===== config.mk =====
export PLATFORM = sky130hd
export DESIGN_NAME = mse_exec
export DESIGN_NICKNAME = d
export VERILOG_FILES = /design/src/logic/mse_pkg.sv /design/src/logic/mse_alu.sv /design/src/logic/mse_exec.sv
export SDC_FILE = /design/constraint.sdc
export NUM_CORES = 1
export LEC_CHECK = 0
export ABC_CLOCK_PERIOD_IN_PS = 2600
export BUFFER_PORTS_ARGS = -buffer_cell sky130_fd_sc_hd__buf_2
export CAP_MARGIN = 20
export CORE_MARGIN = 2
export CORE_UTILIZATION = 45
export DETAILED_ROUTE_END_ITERATION = 12
export GPL_TIMING_DRIVEN = 0
export HOLD_SLACK_MARGIN = 0.08
export PLACE_DENSITY = 0.73
export REMOVE_ABC_BUFFERS = 1
export SLEW_MARGIN = 20
export SYNTH_ARGS = -nofsm -noshare
export SYNTH_HDL_FRONTEND = slang
export SYNTH_SLANG_ARGS = --single-unit

===== constraint.sdc =====
create_clock -name i_clk -period 2.6 [get_ports i_clk]
set_clock_uncertainty 0.05 [all_clocks]
set_input_delay 0 -clock i_clk [delete_from_list [all_inputs] [get_ports i_clk]]
set_output_delay 0 -clock i_clk [all_outputs]
set_load 0.03 [all_outputs]

===== src/logic/mse_pkg.sv =====
// Package: opcodes, flag layout, widths and reset values for the instruction subset executor
package mse_pkg;
   localparam int DATA_W = 8;
   localparam int PADDR_W = 12;
   localparam int DADDR_W = 8;
   localparam int PWORD_W = 16;
   // Flag vector bit positions
   localparam int FLG_BORROW_INV = 0;
   localparam int FLG_NULL = 1;
   localparam int FLG_NIBBLE_BORROW = 2;
   localparam int FLG_SIGNED_WRAP = 3;
   localparam int FLAGS_W = 4;
   localparam logic [FLAGS_W-1:0] FLAGS_RST = 4'h0;
   localparam logic [DATA_W-1:0] WREG_RST = 8'h00;
   localparam logic [DATA_W-1:0] TBLHI_RST = 8'h00;
   localparam logic [DATA_W-1:0] ZERO_BYTE = 8'h00;
   // Page split of the program address: low byte indexes within a page
   localparam int PAGE_LSB_W = 8;
   localparam logic [PADDR_W-PAGE_LSB_W-1:0] LAST_PAGE = 4'hf;

   typedef enum logic [3:0] {
      MSE_OP_NOP = 4'h0,
      MSE_OP_SUB_IMM = 4'h1,
      MSE_OP_SWAP_MEM = 4'h2,
      MSE_OP_SWAP_WREG = 4'h3,
      MSE_OP_ZERO_SKIP = 4'h4,
      MSE_OP_ZERO_COPY_SKIP = 4'h5,
      MSE_OP_BIT_ZERO_SKIP = 4'h6,
      MSE_OP_TBL_CUR = 4'h7,
      MSE_OP_TBL_LAST = 4'h8,
      MSE_OP_XOR_MEM = 4'h9,
      MSE_OP_XOR_INTO_MEM = 4'ha,
      MSE_OP_XOR_IMM = 4'hb
   } mse_op_t;

   typedef struct packed {
      mse_op_t op;
      logic [DATA_W-1:0] imm;
      logic [DADDR_W-1:0] addr;
      logic [2:0] bit_sel;
   } mse_instr_t;

   typedef struct packed {
      logic we;
      logic [DADDR_W-1:0] addr;
      logic [DATA_W-1:0] data;
   } mse_dwr_t;

   typedef enum logic [1:0] {
      MSE_ST_IDLE = 2'b00,
      MSE_ST_TBL_WAIT = 2'b01,
      MSE_ST_SKIP = 2'b10
   } mse_state_t;
endpackage : mse_pkg


===== src/logic/mse_alu.sv =====
// Combinational datapath: subtract, swap, xor and zero detect
module mse_alu (
   input wire mse_pkg::mse_op_t i_op,
   input wire logic [mse_pkg::DATA_W-1:0] i_wreg,
   input wire logic [mse_pkg::DATA_W-1:0] i_mem,
   input wire logic [mse_pkg::DATA_W-1:0] i_imm,
   output logic [mse_pkg::DATA_W-1:0] o_result,
   output logic o_borrow_inv,
   output logic o_nibble_borrow,
   output logic o_signed_wrap,
   output logic o_null
);
   import mse_pkg::*;
   logic [DATA_W:0] diff;
   logic [4:0] ndiff;

   always_comb begin
      diff = {1'b0, i_wreg} - {1'b0, i_imm};
      ndiff = {1'b0, i_wreg[3:0]} - {1'b0, i_imm[3:0]};
      case (i_op)
         MSE_OP_SUB_IMM: o_result = diff[DATA_W-1:0];
         MSE_OP_SWAP_MEM: o_result = {i_mem[3:0], i_mem[7:4]};
         MSE_OP_SWAP_WREG: o_result = {i_mem[3:0], i_mem[7:4]};
         MSE_OP_XOR_MEM: o_result = i_wreg ^ i_mem;
         MSE_OP_XOR_INTO_MEM: o_result = i_wreg ^ i_mem;
         MSE_OP_XOR_IMM: o_result = i_wreg ^ i_imm;
         default: o_result = i_mem;
      endcase
      o_borrow_inv = ~diff[DATA_W];
      o_nibble_borrow = ~ndiff[4];
      // Signed overflow: operands differ in sign and result sign differs from minuend
      o_signed_wrap = (i_wreg[DATA_W-1] ^ i_imm[DATA_W-1]) & (i_wreg[DATA_W-1] ^ diff[DATA_W-1]);
      o_null = (o_result == ZERO_BYTE);
   end
endmodule : mse_alu


===== src/logic/mse_exec.sv =====
// Executor for the subtract/swap/skip/table-read/xor instruction subset
// Functional notes
// - Subtract immediate from working register, update flags
// - Borrow-inverse flag clear on negative, else set
// - Swap nibbles of memory byte in place
// - Swapped memory byte loads working register
// - Skip next when memory byte is zero
// - Copy byte to working register, skip if zero
// - Skip next when selected bit is zero
// - Table read current page: low to memory, high latched
// - Table read from last program page
// - Working register gets register xor memory
// - Memory byte gets register xor memory
// - Working register gets register xor immediate
// - Taken skip adds one dummy cycle
module mse_exec (
   input wire logic i_clk,
   input wire logic i_rst_b,
   input wire logic i_instr_valid,
   input wire mse_pkg::mse_instr_t i_instr,
   input wire logic [mse_pkg::PADDR_W-1:0] i_pc,
   input wire logic [mse_pkg::DATA_W-1:0] i_mem_rdata,
   input wire logic [mse_pkg::PWORD_W-1:0] i_prog_rdata,
   output logic o_busy,
   output logic o_skip_taken,
   output logic o_dummy_cycle,
   output logic [mse_pkg::DADDR_W-1:0] o_mem_raddr,
   output mse_pkg::mse_dwr_t o_mem_wr,
   output logic o_prog_re,
   output logic [mse_pkg::PADDR_W-1:0] o_prog_addr,
   output logic [mse_pkg::DATA_W-1:0] o_working_register,
   output logic [mse_pkg::DATA_W-1:0] o_table_high_latch,
   output logic [mse_pkg::FLAGS_W-1:0] o_flags
);
   import mse_pkg::*;

   mse_state_t state_r;
   mse_state_t state_nxt;
   logic [DATA_W-1:0] wreg_r;
   logic [DATA_W-1:0] tblhi_r;
   logic [FLAGS_W-1:0] flags_r;
   logic [DADDR_W-1:0] tbl_dest_r;
   mse_dwr_t wr_r;
   logic skip_r;
   logic [DATA_W-1:0] alu_res;
   logic alu_binv;
   logic alu_nb;
   logic alu_sw;
   logic alu_null;
   logic go;
   logic skip_cond;

   // Instructions are accepted only while idle; fetch must hold off on busy
   assign go = i_instr_valid && (state_r == MSE_ST_IDLE);
   assign o_busy = (state_r != MSE_ST_IDLE);
   // Memory byte is read combinationally from the instruction address
   assign o_mem_raddr = i_instr.addr;

   mse_alu u_alu (
      .i_op(i_instr.op),
      .i_wreg(wreg_r),
      .i_mem(i_mem_rdata),
      .i_imm(i_instr.imm),
      .o_result(alu_res),
      .o_borrow_inv(alu_binv),
      .o_nibble_borrow(alu_nb),
      .o_signed_wrap(alu_sw),
      .o_null(alu_null)
   );

   always_comb begin
      case (i_instr.op)
         MSE_OP_ZERO_SKIP: skip_cond = (i_mem_rdata == ZERO_BYTE);
         MSE_OP_ZERO_COPY_SKIP: skip_cond = (i_mem_rdata == ZERO_BYTE);
         MSE_OP_BIT_ZERO_SKIP: skip_cond = ~i_mem_rdata[i_instr.bit_sel];
         default: skip_cond = 1'b0;
      endcase
   end

   // Program address for table reads, registered so the memory sees a stable address
   always_ff @(posedge i_clk or negedge i_rst_b) begin
      if (!i_rst_b) begin
         o_prog_addr <= '0;
         o_prog_re <= 1'b0;
      end else if (go && i_instr.op == MSE_OP_TBL_CUR) begin
         o_prog_addr <= {i_pc[PADDR_W-1:PAGE_LSB_W], wreg_r};
         o_prog_re <= 1'b1;
      end else if (go && i_instr.op == MSE_OP_TBL_LAST) begin
         o_prog_addr <= {LAST_PAGE, wreg_r};
         o_prog_re <= 1'b1;
      end else begin
         o_prog_re <= 1'b0;
      end
   end

   always_comb begin
      state_nxt = state_r;
      case (state_r)
         MSE_ST_IDLE: begin
            if (go && (i_instr.op == MSE_OP_TBL_CUR || i_instr.op == MSE_OP_TBL_LAST)) begin
               state_nxt = MSE_ST_TBL_WAIT;
            end else if (go && skip_cond) begin
               state_nxt = MSE_ST_SKIP;
            end
         end
         MSE_ST_TBL_WAIT: state_nxt = MSE_ST_IDLE;
         MSE_ST_SKIP: state_nxt = MSE_ST_IDLE;
         default: state_nxt = MSE_ST_IDLE;
      endcase
   end

   always_ff @(posedge i_clk or negedge i_rst_b) begin
      if (!i_rst_b) begin
         state_r <= MSE_ST_IDLE;
      end else begin
         state_r <= state_nxt;
      end
   end

   // Skip strobe and the dummy cycle, asserted together in the cycle after a taken skip
   always_ff @(posedge i_clk or negedge i_rst_b) begin
      if (!i_rst_b) begin
         skip_r <= 1'b0;
      end else begin
         skip_r <= go && skip_cond;
      end
   end
   assign o_skip_taken = skip_r;
   assign o_dummy_cycle = (state_r == MSE_ST_SKIP);

   always_ff @(posedge i_clk or negedge i_rst_b) begin
      if (!i_rst_b) begin
         wreg_r <= WREG_RST;
      end else if (go) begin
         case (i_instr.op)
            MSE_OP_SUB_IMM: wreg_r <= alu_res;
            MSE_OP_SWAP_WREG: wreg_r <= alu_res;
            MSE_OP_ZERO_COPY_SKIP: wreg_r <= i_mem_rdata;
            MSE_OP_XOR_MEM: wreg_r <= alu_res;
            MSE_OP_XOR_IMM: wreg_r <= alu_res;
            default: wreg_r <= wreg_r;
         endcase
      end
   end

   // Swaps, skips and table reads leave every flag alone
   always_ff @(posedge i_clk or negedge i_rst_b) begin
      if (!i_rst_b) begin
         flags_r <= FLAGS_RST;
      end else if (go) begin
         case (i_instr.op)
            MSE_OP_SUB_IMM: begin
               flags_r[FLG_BORROW_INV] <= alu_binv;
               flags_r[FLG_NULL] <= alu_null;
               flags_r[FLG_NIBBLE_BORROW] <= alu_nb;
               flags_r[FLG_SIGNED_WRAP] <= alu_sw;
            end
            MSE_OP_XOR_MEM, MSE_OP_XOR_INTO_MEM, MSE_OP_XOR_IMM: begin
               flags_r[FLG_NULL] <= alu_null;
            end
            default: flags_r <= flags_r;
         endcase
      end
   end

   always_ff @(posedge i_clk or negedge i_rst_b) begin
      if (!i_rst_b) begin
         tbl_dest_r <= '0;
      end else if (go) begin
         tbl_dest_r <= i_instr.addr;
      end
   end

   always_ff @(posedge i_clk or negedge i_rst_b) begin
      if (!i_rst_b) begin
         tblhi_r <= TBLHI_RST;
      end else if (state_r == MSE_ST_TBL_WAIT) begin
         tblhi_r <= i_prog_rdata[PWORD_W-1:DATA_W];
      end
   end

   // Data memory write port, one registered write per memory swap, memory xor or table read
   always_ff @(posedge i_clk or negedge i_rst_b) begin
      if (!i_rst_b) begin
         wr_r <= '0;
      end else if (state_r == MSE_ST_TBL_WAIT) begin
         wr_r <= '{we: 1'b1, addr: tbl_dest_r, data: i_prog_rdata[DATA_W-1:0]};
      end else if (go && i_instr.op == MSE_OP_SWAP_MEM) begin
         wr_r <= '{we: 1'b1, addr: i_instr.addr, data: alu_res};
      end else if (go && i_instr.op == MSE_OP_XOR_INTO_MEM) begin
         wr_r <= '{we: 1'b1, addr: i_instr.addr, data: alu_res};
      end else begin
         wr_r <= '{we: 1'b0, addr: wr_r.addr, data: wr_r.data};
      end
   end

   assign o_mem_wr = wr_r;
   assign o_working_register = wreg_r;
   assign o_table_high_latch = tblhi_r;
   assign o_flags = flags_r;
endmodule : mse_exec


==> qor.log <==
[run_status] run status completed
[grt] largest net degree at the start of global routing 62
[logic_synthesis] top cell type by total area after synthesis sky130_fd_sc_hd__dfrtp_1
[clock_network] Num CTS Buffers 9
[finish] cell area after layout 4790 um^2
[floorplanning] die height 92.1 um
[logic_synthesis] Main synth FF type sky130_fd_sc_hd__dfrtp_1
[detailed_routing] post-detailed-route wirelength per cell 15.7 um
[sta] transition at the pin with the smallest max-transition slack 857 ps
[detailed_routing] starting DRC count in detailed routing 118
[setup_path] Worst setup startpoint o_working_register[0]$_DFFE_PN0P_
[sta] hold slack 110 ps
[logic_synthesis] post-synthesis sequential element count 61
[power_and_ir_drop] power per unit of standard cell area 765 nW/um^2
[detailed_routing] drt pass-1 iters 4
[clock_network] worst skew pair latency 330 ps
[detailed_routing] DRC violation count after routing 0
[logic_synthesis] number of flops mapped to enable cells by yosys 0
[clock_network] Bufs on Longest Clock Path 2
[floorplanning] Std-Cell Core Area 7610 um^2
[sta] minimum period implied by the final worst setup slack 2550 ps
[power_and_ir_drop] worst ir drop on vdd 0.000338 V
[sta] fin. max-slew vios 0
[place] area after detailed placement 4080 um^2
[logic_synthesis] Synth Cell Area 3490 um^2
[worst_hold_path] hold-critical path endpoint o_working_register[4]$_DFFE_PN0P_
[worst_hold_path] hold-critical path depth 4
[logic_synthesis] top area cells in the synthesized netlist sky130_fd_sc_hd__dfrtp_1, sky130_fd_sc_hd__nand2_1, sky130_fd_sc_hd__a22oi_1, sky130_fd_sc_hd__ha_1, sky130_fd_sc_hd__mux2_2
[grt] overall fraction of global-route tracks in use 0.233
[logic_synthesis] fraction of the yosys area taken by sequential cells 0.437
[finish] layout overhead on the synthesized area 37.1%
[detailed_routing] number of vias after detailed routing 3,368
[finish] Post-layout nets 592
[grt] number of global-route vias before repair 3,236
[finish] share of cells above drive strength 1 0.307
[floorplanning] number of core rows 32
[worst_hold_path] startpoint of the tightest hold check path i_mem_rdata[4]
[grt] grt ovf 0
[detailed_routing] routed wire length 9830 um
[sta] worst relative slew slack 0.427
[floorplanning] num ports 123
[logic_synthesis] synth cell count leaders sky130_fd_sc_hd__nand2_1, sky130_fd_sc_hd__dfrtp_1, sky130_fd_sc_hd__nor2_1
[setup_path] critical path fanouts, max 4
[setup_path] critical register-to-register path endpoint o_working_register[6]$_DFFE_PN0P_
[logic_synthesis] share of Yosys cell area claimed by the top area cell type 0.437
[logic_synthesis] number of warnings reported in the yosys synthesis log 0
[sta] maximum clock frequency 393 MHz
[place] number of port buffers 114
[logic_synthesis] ys async rst share 1.00
[place] final HPWL from detailed placement 6890 um
[detailed_routing] DRT antenna net count 0
[sta] final hold violation count 0
[setup_path] FF-to-FF Start o_working_register[0]$_DFFE_PN0P_
[setup_path] CP startpoint kind flop
[clock_network] CTS tree done
[grt] first-pass GRT wire length 15,600 um
[floorplanning] Initial Utilization 0.459
[detailed_routing] via density per instance 5.38
[sta] portion of the clock cycle consumed by the worst path in the final layout 0.979
[setup_path] startpoint-to-endpoint class of the critical path flop to flop
[setup_path] r2r setup slk 50 ps
[logic_synthesis] Avg Inst Size Synth 9.26 um^2
[logic_synthesis] Synth Instances 377
[sta] setup repair after global routing missed its margin true
[sta] final-report setup violation count 0
[setup_path] number of cells traversed by the worst register-to-register path 10
[run] count of maximum capacitance violations 0
[clock_network] Root Buffer sky130_fd_sc_hd__clkbuf_8
[setup_path] worst endpoint required time 2770 ps
[grt] antenna violations before repair 0
[logic_synthesis] cell with the most instances after synthesis sky130_fd_sc_hd__nand2_1
[setup_path] data arrival time of the critical path 2720 ps
[clock_network] H-tree levels 3
[setup_path] category of the worst setup path capture point flop
[finish] number of inserted diodes 0
[finish] fillers 638
[logic_synthesis] number of distinct standard cells referenced by the synthesized netlist 59
[floorplanning] die span in x 92.1 um
[power_and_ir_drop] leakage component of the power 2.42 nW
[clock_network] # clock sinks 61
[floorplanning] overall die area 8480 um^2
[place] last weighted congestion value of the routability-driven placer 0.933
[clock_network] clock-pin transition on the worst setup and hold timing paths 70 ps
[worst_hold_path] Worst Hold Class input port to flop
-- worst max path at each step --
stage / cells past startpoint / to / slack (ps)
after floorplan: 10 / o_working_register[6]$_DFFE_PN0P_ / 50
after global placement: 6 / o_mem_wr[1]$_DFFE_PN0P_ / -670
after detailed placement: 10 / o_working_register[6]$_DFFE_PN0P_ / -130
after CTS: 10 / o_working_register[6]$_DFFE_PN0P_ / 30
after global routing: 10 / o_working_register[6]$_DFFE_PN0P_ / -30
final: 10 / o_working_register[6]$_DFFE_PN0P_ / 50
-- placed cells by master, fill, tap and decap left out, types with 2 or more instances in the layout --
cell                              n
sky130_fd_sc_hd__o21a_1           4
sky130_fd_sc_hd__a211oi_1         3
sky130_fd_sc_hd__nand2b_1         9
sky130_fd_sc_hd__nor3b_1          2
sky130_fd_sc_hd__a22oi_1         16
sky130_fd_sc_hd__xnor2_1          8
sky130_fd_sc_hd__xor2_1           4
sky130_fd_sc_hd__ha_1             8
sky130_fd_sc_hd__o22a_1           5
sky130_fd_sc_hd__a221oi_1         6
sky130_fd_sc_hd__nand3_1          4
sky130_fd_sc_hd__and3_1           2
sky130_fd_sc_hd__clkbuf_8        11
sky130_fd_sc_hd__mux2_2          10
sky130_fd_sc_hd__nor2_1          16
sky130_fd_sc_hd__dlygate4sd3_1   37
sky130_fd_sc_hd__o31ai_1          2
sky130_fd_sc_hd__nor4_1           3
sky130_fd_sc_hd__buf_2          113
sky130_fd_sc_hd__or3_1            2
sky130_fd_sc_hd__o21ai_0          8
sky130_fd_sc_hd__o31a_1           2
sky130_fd_sc_hd__dfrtp_1         61
sky130_fd_sc_hd__inv_1           13
sky130_fd_sc_hd__nor2b_1          3
sky130_fd_sc_hd__bufinv_16        3
sky130_fd_sc_hd__nor3_1           2
sky130_fd_sc_hd__mux4_2           2
sky130_fd_sc_hd__buf_4            5
sky130_fd_sc_hd__a21oi_1          3
sky130_fd_sc_hd__inv_2            3
sky130_fd_sc_hd__o21ai_1         16
sky130_fd_sc_hd__a21o_1           3
sky130_fd_sc_hd__mux2i_1          9
sky130_fd_sc_hd__nand4_1          3
sky130_fd_sc_hd__a221o_1          3
sky130_fd_sc_hd__nand2_1         87
-- per-layer routing --
layer,global-route usage,up-vias,part of all wire
met4,0.0896,0,0.018
met1,0.309,1590,0.44
met2,0.375,148,0.46
met5,0,-,0
met3,0.0485,15,0.077
li1,-,1615,-
-- layout make-up --
type | count | area, um^2 | share of cell area
multi-input cells | 276 | 1840 | 0.384
flip-flops and latches | 61 | 1530 | 0.319
repair buffers | 156 | 988 | 0.206
clock buffers | 11 | 151 | 0.0316
well taps | 102 | 128 | 0.0267
clock inverters | 4 | 95.1 | 0.0199
inverters | 16 | 60.1 | 0.0125
-- kinds of logic after synthesis --
family,count (synthesis),share of synthesized area
flops,61,0.437
buf+inv,40,0.0555
compound gates,84,0.172
mux,22,0.0742
simple gates,148,0.193
fa+ha+maj,10,0.0380
xor+xnor,12,0.0301
-- through the flow --
step	cells	setup TNS (ps)	setup WS, ps	total power, mW	util
6_report	626	0	54.2	3.66	0.629
5_1_grt	626	-29.6	-28.9	3.87	0.629
4_1_cts	622	0	27.2	3.66	0.620
3_5_place_dp	570	-267	-131	2.56	0.537
3_3_place_gp	569	-9060	-670	2.53	0.533
2_1_floorplan	353	0	48.3	2.12	-
-- state kept, by name (all words and copies together), names as in the netlist --
register and flops:
o_flags 4, tbl_dest_r 8, o_prog_addr 12, o_prog_re 1, o_skip_taken 1, o_mem_wr 17, o_working_register 8, state_r 2
o_table_high_latch 8
-- power breakdown --
part           internal, mW  leakage [nW]  switching, mW
Clock                 0.682         0.125          0.352
Combinational         0.490          1.54          0.853
Sequential             1.15         0.761          0.139
Total                  2.32          2.42           1.34
-- timing repair --
item                                    4_1_cts  5_1_grt
endpoints found under the setup margin        5        8
hold buffers                                 37        0
buffers inserted                              0        4
gates resized for setup                       3        9
hold endpoints to repair                    107        0
pin swaps                                     0        5
-- critical path, stage by stage (launching register included) --
cell and delay, ps:
sky130_fd_sc_hd__dfrtp_1 420, sky130_fd_sc_hd__inv_2 80, sky130_fd_sc_hd__ha_4 160, sky130_fd_sc_hd__fa_2 420
sky130_fd_sc_hd__nor2b_4 140, sky130_fd_sc_hd__o31a_1 210, sky130_fd_sc_hd__nor4b_1 70, sky130_fd_sc_hd__o31a_1 320
sky130_fd_sc_hd__o22ai_4 200, sky130_fd_sc_hd__o21ai_1 110, sky130_fd_sc_hd__mux2_2 260
No activity file was read; power rests on OpenSTA's default activity.
